<file path="src/hw/adc_regs.svh">
// Offsets and field positions for the audio descriptor DMA host controller.
// Assumes the controlled device decodes byte offsets on its own register port.
//
// Contract
// - A region descriptor is eight bytes: base pointer word, then size and flags word.
// - Software never describes more than 64 KB with one descriptor.
// - The descriptor table sits on a four-byte aligned address.
// - The final descriptor of a table has end-of-table or link set.
// - Enable is cleared only after the engine paused or reached end of table.
// - Reading interrupt status clears bits 1 and 0; read before enabling.
// - Before enabling, command bit 3 matches the engine's fixed direction.
// - Writing one to command bit 0 starts the engine.
// - The codec masters the serial link and supplies its clocks.
// - Command bits 23:22 pick codec, only 00 and 01; bit 16 marks valid.
// - Second descriptor word: 16-bit size, end-of-table 31, end-of-page 30, link.
`ifndef ADC_REGS_SVH
`define ADC_REGS_SVH

// ----------------------------------------------------------------
// Device register map
// ----------------------------------------------------------------
`define ADC_DEV_GPIO_STATUS   8'h00
`define ADC_DEV_GPIO_CONTROL  8'h04
`define ADC_DEV_CODEC_STATUS  8'h08
`define ADC_DEV_CODEC_COMMAND 8'h0c
`define ADC_DEV_ENG_BASE      8'h20
`define ADC_DEV_ENG_STRIDE    3
`define ADC_DEV_ENG_CMD       8'h00
`define ADC_DEV_ENG_IRQ       8'h01
`define ADC_DEV_ENG_PTR       8'h04
`define ADC_ENG_CMD_ENABLE    0
`define ADC_ENG_CMD_DIR       3
`define ADC_ENG_IRQ_EOP       0
`define ADC_ENG_IRQ_ERR       1
`define ADC_NUM_ENGINES       6

// ----------------------------------------------------------------
// Descriptor layout
// ----------------------------------------------------------------
`define ADC_DESC_BYTES        8
`define ADC_DESC_EOT          31
`define ADC_DESC_EOP          30
`define ADC_DESC_LINK         29
`define ADC_DESC_SIZE_W       16

// ----------------------------------------------------------------
// Command word fields
// ----------------------------------------------------------------
`define ADC_CMD_ADDR_HI       31
`define ADC_CMD_ADDR_LO       24
`define ADC_CMD_SEL_HI        23
`define ADC_CMD_SEL_LO        22
`define ADC_CMD_VALID         16
`define ADC_CMD_SEL_MAX       2'h1

// ----------------------------------------------------------------
// Host register map (word aligned byte offsets)
// ----------------------------------------------------------------
`define ADC_HOST_CTRL         5'h00
`define ADC_HOST_TABLE        5'h04
`define ADC_HOST_COMMAND      5'h08
`define ADC_HOST_DESC_ADDR    5'h0c
`define ADC_HOST_DESC_BASE    5'h10
`define ADC_HOST_DESC_CTL     5'h14
`define ADC_HOST_STATUS       5'h18
`define ADC_HOST_CODEC_STAT   5'h1c
`define ADC_CTRL_START        0
`define ADC_CTRL_STOP         1
`define ADC_CTRL_SEND_CMD     2
`define ADC_CTRL_POLL         3
`define ADC_CTRL_DESC         4
`define ADC_CTRL_ENG_LO       8
`define ADC_CTRL_ENG_HI       10
`define ADC_STAT_BUSY         0
`define ADC_STAT_REFUSED      1
`define ADC_STAT_IRQ_LO       8

`endif
</file>
<file path="src/hw/adc_pkg.sv">
// Types shared by the audio descriptor DMA host controller.
// Assumes adc_regs.svh supplies the numeric constants.
package adc_pkg;

	// ----------------------------------------------------------------
	// Sequencer states
	// ----------------------------------------------------------------
	typedef enum logic [3:0] {
		ST_IDLE,
		ST_CLR_RD,
		ST_CLR_WAIT,
		ST_PTR_WR,
		ST_DIR_WR,
		ST_EN_WR,
		ST_CMD_WR,
		ST_STAT_RD,
		ST_STAT_WAIT,
		ST_STOP_WAIT,
		ST_STOP_WR,
		ST_DESC_W0,
		ST_DESC_W1
	} adc_state_t;

endpackage

</file>
<file path="src/hw/adc_desc_pack.sv">
// Packs one region descriptor into its two memory words and checks it.
// Assumes the caller registers the words before they leave the block.
`timescale 1ns/1ps
`include "adc_regs.svh"

module adc_desc_pack
	import adc_pkg::*;
(
	// Descriptor fields
	input  wire logic [31:0] buf_base,
	input  wire logic [31:0] buf_size,
	input  wire logic        end_of_table_flag,
	input  wire logic        eop,
	input  wire logic        link,
	// Packed words
	output logic      [31:0] word0,
	output logic      [31:0] word1,
	output logic             legal
);

	// ----------------------------------------------------------------
	// Packing
	// ----------------------------------------------------------------
	always_comb begin
		word0 = buf_base;
		word1 = 32'h0;
		word1[`ADC_DESC_SIZE_W-1:0] = buf_size[`ADC_DESC_SIZE_W-1:0];
		word1[`ADC_DESC_EOT]        = end_of_table_flag;
		word1[`ADC_DESC_EOP]        = eop;
		word1[`ADC_DESC_LINK]       = link;
	end

	assign legal = (buf_size[31:`ADC_DESC_SIZE_W] == '0) && !(end_of_table_flag && link);

endmodule

</file>
<file path="src/hw/adc_host.sv">
// Host controller that programs the audio descriptor DMA and codec port.
// Assumes the device register port shares ref_clk and answers reads one cycle later.
//
// The plain strobed port was chosen for this implementation.
`timescale 1ns/1ps
`include "adc_regs.svh"

module adc_host
	import adc_pkg::*;
(
	// Clock and reset
	input  wire logic        ref_clk,
	input  wire logic        reset,
	// Software port
	input  wire logic [4:0]  sw_addr,
	input  wire logic [31:0] sw_wdata,
	input  wire logic        sw_wr,
	input  wire logic        sw_rd,
	output logic      [31:0] sw_rdata,
	// Device register port
	output logic      [7:0]  dev_addr,
	output logic      [31:0] dev_wdata,
	output logic             dev_wr,
	output logic             dev_rd,
	input  wire logic [31:0] dev_rdata,
	// Descriptor memory write port
	output logic      [31:0] mem_addr,
	output logic      [31:0] mem_wdata,
	output logic             mem_wr,
	// Engine halted pin
	input  wire logic        engine_halted
);

	// ----------------------------------------------------------------
	// Declarations
	// ----------------------------------------------------------------
	adc_state_t  state_q;
	logic [2:0]  eng_q;
	logic [31:0] table_q;
	logic [31:0] command_q;
	logic [31:0] desc_addr_q;
	logic [31:0] desc_base_q;
	logic [31:0] desc_ctl_q;
	logic [7:0]  irq_q;
	logic [31:0] codec_stat_q;
	logic        refused_q;
	logic [1:0]  halt_sync_q;
	logic        rd_wait_q;
	logic [31:0] word0;
	logic [31:0] word1;
	logic        desc_legal;
	logic        ctrl_wr;
	logic [7:0]  eng_base;
	logic        eng_dir;

	assign ctrl_wr  = sw_wr && (sw_addr == `ADC_HOST_CTRL) && (state_q == ST_IDLE);
	assign eng_base = `ADC_DEV_ENG_BASE + {2'h0, eng_q, 3'h0};
	assign eng_dir  = eng_q[0];

	// ----------------------------------------------------------------
	// Descriptor packer
	// ----------------------------------------------------------------
	adc_desc_pack u_pack (
		.buf_base (desc_base_q),
		.buf_size ({16'h0, desc_ctl_q[`ADC_DESC_SIZE_W-1:0]}),
		.end_of_table_flag      (desc_ctl_q[`ADC_DESC_EOT]),
		.eop      (desc_ctl_q[`ADC_DESC_EOP]),
		.link     (desc_ctl_q[`ADC_DESC_LINK]),
		.word0    (word0),
		.word1    (word1),
		.legal    (desc_legal)
	);

	// ----------------------------------------------------------------
	// Pin synchroniser
	// ----------------------------------------------------------------
	// device-owned timing resampled
	always_ff @(posedge ref_clk) begin
		if (reset) begin
			halt_sync_q <= 2'h0;
		end else begin
			halt_sync_q <= {halt_sync_q[0], engine_halted};
		end
	end

	// ----------------------------------------------------------------
	// Software registers
	// ----------------------------------------------------------------
	always_ff @(posedge ref_clk) begin
		if (reset) begin
			table_q     <= 32'h0;
			command_q   <= 32'h0;
			desc_addr_q <= 32'h0;
			desc_base_q <= 32'h0;
			desc_ctl_q  <= 32'h0;
		end else if (sw_wr) begin
			unique case (sw_addr)
				`ADC_HOST_TABLE:     table_q     <= {sw_wdata[31:2], 2'h0};
				`ADC_HOST_COMMAND:   command_q   <= sw_wdata;
				`ADC_HOST_DESC_ADDR: desc_addr_q <= {sw_wdata[31:2], 2'h0};
				`ADC_HOST_DESC_BASE: desc_base_q <= sw_wdata;
				`ADC_HOST_DESC_CTL:  desc_ctl_q  <= sw_wdata;
				default: begin
				end
			endcase
		end
	end

	always_ff @(posedge ref_clk) begin
		if (reset) begin
			eng_q <= 3'h0;
		end else if (ctrl_wr) begin
			eng_q <= sw_wdata[`ADC_CTRL_ENG_HI:`ADC_CTRL_ENG_LO];
		end
	end

	// ----------------------------------------------------------------
	// Software read port
	// ----------------------------------------------------------------
	always_ff @(posedge ref_clk) begin
		if (reset) begin
			sw_rdata <= 32'h0;
		end else if (sw_rd) begin
			unique case (sw_addr)
				`ADC_HOST_TABLE:      sw_rdata <= table_q;
				`ADC_HOST_COMMAND:    sw_rdata <= command_q;
				`ADC_HOST_DESC_ADDR:  sw_rdata <= desc_addr_q;
				`ADC_HOST_DESC_BASE:  sw_rdata <= desc_base_q;
				`ADC_HOST_DESC_CTL:   sw_rdata <= desc_ctl_q;
				`ADC_HOST_STATUS:     sw_rdata <= {16'h0, irq_q, 6'h0, refused_q,
					state_q != ST_IDLE};
				`ADC_HOST_CODEC_STAT: sw_rdata <= codec_stat_q;
				default:              sw_rdata <= 32'h0;
			endcase
		end else begin
			sw_rdata <= 32'h0;
		end
	end

	// ----------------------------------------------------------------
	// Sequencer
	// ----------------------------------------------------------------
	always_ff @(posedge ref_clk) begin
		if (reset) begin
			state_q <= ST_IDLE;
		end else begin
			unique case (state_q)
				ST_IDLE: begin
					if (ctrl_wr) begin
						if (sw_wdata[`ADC_CTRL_START]) begin
							state_q <= ST_CLR_RD;
						end else if (sw_wdata[`ADC_CTRL_STOP]) begin
							state_q <= ST_STOP_WAIT;
						end else if (sw_wdata[`ADC_CTRL_SEND_CMD] &&
							command_q[`ADC_CMD_SEL_HI:`ADC_CMD_SEL_LO] <= `ADC_CMD_SEL_MAX) begin
							state_q <= ST_CMD_WR;
						end else if (sw_wdata[`ADC_CTRL_POLL]) begin
							state_q <= ST_STAT_RD;
						end else if (sw_wdata[`ADC_CTRL_DESC] && desc_legal) begin
							state_q <= ST_DESC_W0;
						end
					end
				end
				ST_CLR_RD:    state_q <= ST_CLR_WAIT;
				ST_CLR_WAIT:  state_q <= ST_PTR_WR;
				ST_PTR_WR:    state_q <= ST_DIR_WR;
				ST_DIR_WR:    state_q <= ST_EN_WR;
				ST_EN_WR:     state_q <= ST_IDLE;
				ST_CMD_WR:    state_q <= ST_IDLE;
				ST_STAT_RD:   state_q <= ST_STAT_WAIT;
				ST_STAT_WAIT: state_q <= ST_IDLE;
				ST_STOP_WAIT: begin
					if (halt_sync_q[1]) begin
						state_q <= ST_STOP_WR;
					end
				end
				ST_STOP_WR:   state_q <= ST_IDLE;
				ST_DESC_W0:   state_q <= ST_DESC_W1;
				ST_DESC_W1:   state_q <= ST_IDLE;
			endcase
		end
	end

	// ----------------------------------------------------------------
	// Refusal flag
	// ----------------------------------------------------------------
	always_ff @(posedge ref_clk) begin
		if (reset) begin
			refused_q <= 1'b0;
		end else if (ctrl_wr) begin
			refused_q <= (sw_wdata[`ADC_CTRL_SEND_CMD] &&
				command_q[`ADC_CMD_SEL_HI:`ADC_CMD_SEL_LO] > `ADC_CMD_SEL_MAX) ||
				(sw_wdata[`ADC_CTRL_DESC] && !desc_legal);
		end
	end

	// ----------------------------------------------------------------
	// Device bus drive
	// ----------------------------------------------------------------
	always_ff @(posedge ref_clk) begin
		if (reset) begin
			dev_addr  <= 8'h0;
			dev_wdata <= 32'h0;
			dev_wr    <= 1'b0;
			dev_rd    <= 1'b0;
		end else begin
			dev_wr <= 1'b0;
			dev_rd <= 1'b0;
			unique case (state_q)
				ST_CLR_RD: begin
					dev_addr <= eng_base + `ADC_DEV_ENG_IRQ;
					dev_rd   <= 1'b1;
				end
				ST_PTR_WR: begin
					dev_addr  <= eng_base + `ADC_DEV_ENG_PTR;
					dev_wdata <= table_q;
					dev_wr    <= 1'b1;
				end
				ST_DIR_WR: begin
					dev_addr  <= eng_base + `ADC_DEV_ENG_CMD;
					dev_wdata <= 32'h0;
					dev_wdata[`ADC_ENG_CMD_DIR] <= eng_dir;
					dev_wr    <= 1'b1;
				end
				ST_EN_WR: begin
					dev_addr  <= eng_base + `ADC_DEV_ENG_CMD;
					dev_wdata <= 32'h0;
					dev_wdata[`ADC_ENG_CMD_DIR]    <= eng_dir;
					dev_wdata[`ADC_ENG_CMD_ENABLE] <= 1'b1;
					dev_wr    <= 1'b1;
				end
				ST_CMD_WR: begin
					dev_addr  <= `ADC_DEV_CODEC_COMMAND;
					dev_wdata <= command_q;
					dev_wdata[`ADC_CMD_VALID] <= 1'b1;
					dev_wr    <= 1'b1;
				end
				ST_STAT_RD: begin
					dev_addr <= `ADC_DEV_CODEC_STATUS;
					dev_rd   <= 1'b1;
				end
				ST_STOP_WR: begin
					dev_addr  <= eng_base + `ADC_DEV_ENG_CMD;
					dev_wdata <= 32'h0;
					dev_wdata[`ADC_ENG_CMD_DIR] <= eng_dir;
					dev_wr    <= 1'b1;
				end
				default: begin
				end
			endcase
		end
	end

	// ----------------------------------------------------------------
	// Read capture
	// ----------------------------------------------------------------
	always_ff @(posedge ref_clk) begin
		if (reset) begin
			rd_wait_q    <= 1'b0;
			irq_q        <= 8'h0;
			codec_stat_q <= 32'h0;
		end else begin
			rd_wait_q <= dev_rd;
			// Read data stands only in the cycle after the read strobe
			if (rd_wait_q && dev_addr == `ADC_DEV_CODEC_STATUS) begin
				codec_stat_q <= dev_rdata;
			end else if (rd_wait_q) begin
				irq_q <= dev_rdata[7:0];
			end
		end
	end

	// ----------------------------------------------------------------
	// Descriptor writes
	// ----------------------------------------------------------------
	always_ff @(posedge ref_clk) begin
		if (reset) begin
			mem_addr  <= 32'h0;
			mem_wdata <= 32'h0;
			mem_wr    <= 1'b0;
		end else begin
			mem_wr <= 1'b0;
			if (state_q == ST_DESC_W0) begin
				mem_addr  <= desc_addr_q;
				mem_wdata <= word0;
				mem_wr    <= 1'b1;
			end else if (state_q == ST_DESC_W1) begin
				mem_addr  <= desc_addr_q + 32'h4;
				mem_wdata <= word1;
				mem_wr    <= 1'b1;
			end
		end
	end

endmodule

</file>
<file path="config.mk">
export PLATFORM = sky130hd
export DESIGN_NAME = adc_host
export DESIGN_NICKNAME = d
export VERILOG_FILES = /design/src/hw/adc_pkg.sv /design/src/hw/adc_desc_pack.sv /design/src/hw/adc_host.sv
export VERILOG_INCLUDE_DIRS = /design/src /design/src/hw
export SDC_FILE = /design/constraint.sdc
export NUM_CORES = 1
export LEC_CHECK = 0
export ABC_AREA = 0
export BUFFER_PORTS_ARGS = -buffer_cell sky130_fd_sc_hd__buf_4
export CORE_MARGIN = 2
export CORE_UTILIZATION = 57
export DETAILED_ROUTE_END_ITERATION = 16
export PLACE_DENSITY = 0.9
export SLEW_MARGIN = 5
export SYNTH_ARGS = -nofsm -noshare
export SYNTH_HDL_FRONTEND = slang
export SYNTH_HIERARCHICAL = 1
export SYNTH_SLANG_ARGS = --single-unit
</file>
<file path="constraint.sdc">
create_clock -name ref_clk -period 2.7 [get_ports ref_clk]
set_clock_uncertainty 0.05 [all_clocks]
set_input_delay 0.27 -clock ref_clk [delete_from_list [all_inputs] [get_ports ref_clk]]
set_output_delay 0.27 -clock ref_clk [all_outputs]
set_load 0.005 [all_outputs]
</file>
# Word level (Yosys, flattened, before mapping)
# Cells that the tools add are included.
[totals]
regBits = 346
inputBits = 74
[op_classes]
addsub = 4
order_cmp = 2
n_eq_ne = 23
mux = 19
bitwise = 2
n_reduce_logical = 29
[op_table]
columns = ["operator", "n"]
rows = [
  ["case mux 32 bit (7 select lines)", 1],
  ["2-to-1 mux 32 bit", 4],
  ["case mux 32 bit (4 select lines)", 1],
  ["case mux 8 bit (5 select lines)", 1],
  ["case mux 4 bit (9 select lines)", 1],
  ["adder 32 x 3 -> 32 bit (second input constant)", 1],
  ["2-to-1 mux 4 bit", 7],
  ["equality test 4 bit (second input constant)", 5],
  ["equality test 5 bit (second input constant)", 4],
  ["equality test 4 x 3 -> 1 bit (second input constant)", 4],
  ["AND reduction 2 bit", 6],
  ["equality test 5 x 4 -> 1 bit (second input constant)", 2],
  ["OR reduction 5 bit", 2],
  ["adder 7 x 1 -> 8 bit (second input constant)", 1],
  ["adder 7 x 3 -> 8 bit (second input constant)", 1],
  ["equality test 4 x 2 -> 1 bit (second input constant)", 2],
  ["equality test 8 x 4 -> 1 bit (second input constant)", 1],
  ["logical AND 1 bit", 8],
  ["nonzero test 4 bit", 2],
  ["adder 6 x 6 -> 7 bit (first input constant)", 1],
  ["!= test 6 x 4 -> 1 bit (second input constant)", 1],
  ["OR reduction 2 bit", 3],
  ["equality test 5 x 3 -> 1 bit (second input constant)", 1],
  ["zero test 5 bit", 1],
  ["13 further kinds", 18],
]

# Depth between registers and ports, before layout
[logic_depth]
depth_word = 10
mapped_depth = 9

# Cells and area by module
# The synthesis kept the hierarchy.
[modules_own_cells]
columns = ["mod", "n_inst", "cells_per_inst", "area_per_inst_um2", "seq_area_each_um2"]
rows = [
  ["adc_host", 1, 1726, 13873.3, 6846.6],
  ["adc_desc_pack", 1, 71, 528.0, 0.0],
]

# Worst setup path after synthesis
# Ideal clock, no wire load.
[synth_path]
path_type = "flip-flop to flip-flop"
from = "reg state_q[0]"
to = "reg mem_addr[14]"
setup_ns = 0.091
arrival_time_ns = 1.798
required_ns = 2.559
setup_slack_ns = 0.761
path_stages_with_launch = 7
n_path_buf = 2
synth_period_minus_slack_ns = 1.939
cell_sequence = "dfxtp_1 > buf_6 > and4b_1 > buf_6 > or4_4 > or3_1 > a311oi_1"
[synth_between]
elab_chain_cells = 2
word_cells_on_any_way = 4
[synth_lines]
columns = ["item", "line_no", "rtl"]
rows = [
  ["from (decl)", "adc_host.sv:37", "adc_state_t state_q;"],
  ["from (signal assigned)", "adc_host.sv:145", "state_q <= ST_IDLE;"],
  ["from (signal assigned)", "adc_host.sv:151", "state_q <= ST_CLR_RD;"],
  ["from (signal assigned)", "adc_host.sv:153", "state_q <= ST_STOP_WAIT;"],
  ["equality test 4 bit (on tied branches)", "adc_host.sv:283, adc_host.sv:287", ""],
  ["2-to-1 mux 32 bit / nonzero test 2 bit (equally long branches)", "--", ""],
  ["to (signal assigned)", "adc_host.sv:284", "mem_addr <= desc_addr_q;"],
  ["to (signal assigned)", "adc_host.sv:288", "mem_addr <= desc_addr_q + 32'h4;"],
  ["to (decl)", "adc_host.sv:27", "output logic [31:0] mem_addr,"],
]
# Parallel ways exist; a longest one is shown, timed or not.
# A chain may end at the register's enable or synchronous reset.

# Worst setup path after layout
[layout_path]
from = "reg state_q[1]"
to = "reg mem_wdata[15]"
[layout_between]
elab_chain_cells = 2
word_cells_on_any_way = 4
[layout_lines]
columns = ["item", "line_no", "rtl"]
rows = [
  ["equality test 4 bit (on tied branches)", "adc_host.sv:283, adc_host.sv:287", ""],
  ["2-to-1 mux 32 bit / nonzero test 2 bit (equally long branches)", "--", ""],
  ["to (signal assigned)", "adc_host.sv:285", "mem_wdata <= word0;"],
  ["to (signal assigned)", "adc_host.sv:289", "mem_wdata <= word1;"],
  ["to (decl)", "adc_host.sv:28", "output logic [31:0] mem_wdata,"],
]
# Parallel ways exist; a longest one is shown, timed or not.

==> qor.yml <==
min_path:
  hold-path-endpoint: "desc_base_q[2]"
  hold_path.class: "in -> reg"
  worstHoldPathCells: 3
  hp-start: "sw_wdata[2]"
outcome:
  status: "finished clean"
synth:
  synth_top_cell_by_area: "dfxtp_1"
  ys_ff_latch: 342
  synth.most_common_cell: "nand2_1"
  async_reset_ff_frac: 0
  synth_cell_types: 58
  yosysSeqAreaShare: 0.475
  synth_edf_count: 0
  synthCells: 1797
  syn_area_per_cell_sq_um: 8.01
  yosysWarnings: 6
  synth_common_cells: "475 x nand2_1, 342 x dfxtp_1, 203 x a21oi_1, 124 x nor2_1, 119 x clkbuf_1"
  synth_area_sq_um: 14400
  yosysTopAreaCellShare: 0.475
  synth-main-ff-cell: "dfxtp_1"
  synth_area_leaders: "dfxtp_1 48%, nand2_1 12%, a21oi_1 7.1%, a22oi_1 4.6%, buf_4 3.5%"
finish:
  drive_gt1_frac: 0.162
  nFillCells: 1829
  fin_util: 0.704
  syn_to_final_growth_pct: 22.0
  stdcell_area_sq_um: 17600
  nets: 2037
route:
  drc_errors: 0
  drt_first_iter_violations: 2639
  vias: 14628
  vias_per_cell: 6.31
  final_antenna_net_count: 0
  wl_per_cell_um: 20.7
  totalWireLength_um: 48000
  drtPass1Iterations: 7
floorplan:
  dieArea_sq_um: 26600
  core_area_sq_um: 25000
  rows: 58
  io_pins: 213
  initial_utilization: 0.577
  die_h_um: 163
  fp.dieW_um: 163
clock_tree:
  cts_htree_levels: 2
  cts_buffers: 34
  cts.sinks: 342
  post_cts_buffers: 0
  clock_latency_ns: 0.53
  cts_buffer_depth: 3
  cts_tree: "yes"
  cts-root-buf: "clkbuf_16"
  post_cts_resized: 0
  clkTransAtPathRegs_ns: 0.07
global_route:
  grt_use_total: 0.349
  grt_max_degree: 115
  grt_pass1_wl_um: 73100
  grt_overflow_total: 0
  first_global_vias: 13276
  antenna_found_initial: 2
power:
  p_per_area_nw_per_um2: 596
  p_leak_nw: 6.21
  combinationalPowerShare: 0.054
  p_int_mw: 8.06
  switchingPower_mw: 2.41
  swShare: 0.230
  p_clk_frac: 0.457
  seqPwrFrac: 0.489
  peakVddDrop_uv: 418
placed_design:
  gp_congestion: 1.00
  dp_hpwl_um: 31800
  io_buffers: 208
  dpl-instance-area_sq_um: 15800
  place_ws_ns: 0.382
critical_path:
  r2r-start: "state_q[1]"
  r2r_end: "mem_wdata[15]"
  cp_max_fo: 58
  crit_path_start_kind: "register"
  endpoint_kind: "register"
  path_class: "reg -> reg"
  r2r.worst_path.cells: 6
  worstPathRequired_ns: 3.08
  worst_ep_arrival_time_ns: 2.72
  r2r_slack_ns: 0.35
job:
  drv_cap: 0
sta:
  rsz0062_at_grt: "false"
  tightestPinTransition_ns: 0.711
  tns_ns: 0
  setup_viol: 0
  relSlewSlack: 0.524
  slew_violations: 0
  period_share: 0.870
  fmaxAchievable_mhz: 426
  hold_viol_final: 0
  period_minus_slack_ns: 2.35
  setup_ws_ns: 0.351
## power by group through the flow
stage / logic [mW] / registers (mW) / clock network, mW
6_report: 0.563 / 5.12 / 4.78
5_1_grt: 0.592 / 5.12 / 4.98
4_1_cts: 0.532 / 5.12 / 4.78
3_5_place_dp: 0.460 / 5.23 / 0
3_3_place_gp: 0.452 / 5.23 / 0
2_1_floorplan: 0.243 / 5.22 / 0
## cells in the final DEF (no fill, tap or decap), drive strengths merged, types with 5 or more instances in the layout
cell         count
a211oi          27
a21oi          203
a221oi          30
a222oi           8
a22oi           88
a311oi          37
a31oi           38
and3             6
buf            254
clkbuf          50
conb            33
dfxtp          342
dlygate4sd3     60
inv             10
mux2i           15
nand2          475
nand2b           8
nand3           23
nand4           11
nor2           124
nor2b           10
nor3            40
nor4            13
nor4b            5
o21ai           10
xnor2            6
xor2            16
## per-layer routing
layer  vias up  share of wire  track usage  routed length [um]
met5         -        0.00027            0                  13
met4         2          0.051        0.163                2430
met3       230           0.15       0.0945                7030
met2      1173           0.42        0.516               20400
met1      6708           0.38        0.476               18100
li1       6515              -            -                   -
## worst max-delay path by stage
| stage | start | end | slack [ns] | cells past startpoint |
|---|---|---|---|---|
| 3_5_place_dp | state_q[1] | mem_wdata[3] | 0.38 | 6 |
| 5_1_grt | state_q[1] | mem_addr[30] | 0.16 | 6 |
| 4_1_cts | state_q[1] | mem_wdata[3] | 0.36 | 6 |
| 2_1_floorplan | state_q[0] | mem_addr[14] | 0.76 | 6 |
| 3_3_place_gp | state_q[1] | mem_addr[28] | 0.49 | 6 |
| 6_report | state_q[1] | mem_wdata[15] | 0.35 | 6 |
## layout make-up
class                      instances  area [sq um]  area share
sequential                       342          6850       0.390
multi-input combinational       1262          6590       0.375
timing repair buffer             315          2570       0.146
clock buffer                      49           978      0.0557
tap                              330           413      0.0235
clock inverter                    12           143     0.00812
inverter                           7          26.3     0.00150
antenna                            2          5.00    0.000285
## sequential cells by signal, indices dropped and copies added, names as in the netlist
signal,flops
irq_q,8
table_q,30
sw_rdata,32
refused_q,1
mem_addr,30
state_q,4
rd_wait_q,1
desc_addr_q,30
command_q,32
desc_ctl_q,32
codec_stat_q,32
eng_q,3
mem_wr,1
dev_wr,1
dev_addr,6
dev_rd,1
halt_sync_q,2
desc_base_q,32
dev_wdata,32
mem_wdata,32
## worst max-delay path: stages (launching register included)
cell and delay (ns):
dfxtp_1 0.33, buf_4 0.24, and4b_1 0.57, a31o_4 0.40, buf_12 0.29, nor2_1 0.07
a311oi_1 0.28
## cells by family after synthesis
group / count (synthesis) / synth area share
muxes: 15 / 0.0104
and+or+nand+nor: 730 / 0.212
other: 2 / 0.000521
DFF: 342 / 0.475
adders and majority gates: 1 / 0.000869
AOI/OAI and AO/OA: 461 / 0.209
xor gates and xnor gates: 22 / 0.0134
buffers and inverters: 224 / 0.0786
## repair_timing
action / CTS / global route
hold buffers: 60 / 0
endpoints found under the setup margin: 0 / 0
endpoints found under the hold margin: 134 / 0
## stage by stage
stage | total power, mW | hold WS [ns] | cells
CTS | 10.4 | 0.00542 | 2317
floorplan | 5.46 | 0.348 | 1828
global placement | 5.68 | 0.374 | 2196
finish | 10.5 | 0.0169 | 2319
global route | 10.7 | 0.0129 | 2318
detailed placement | 5.69 | 0.377 | 2196
Power figures use the tool's default switching activity.
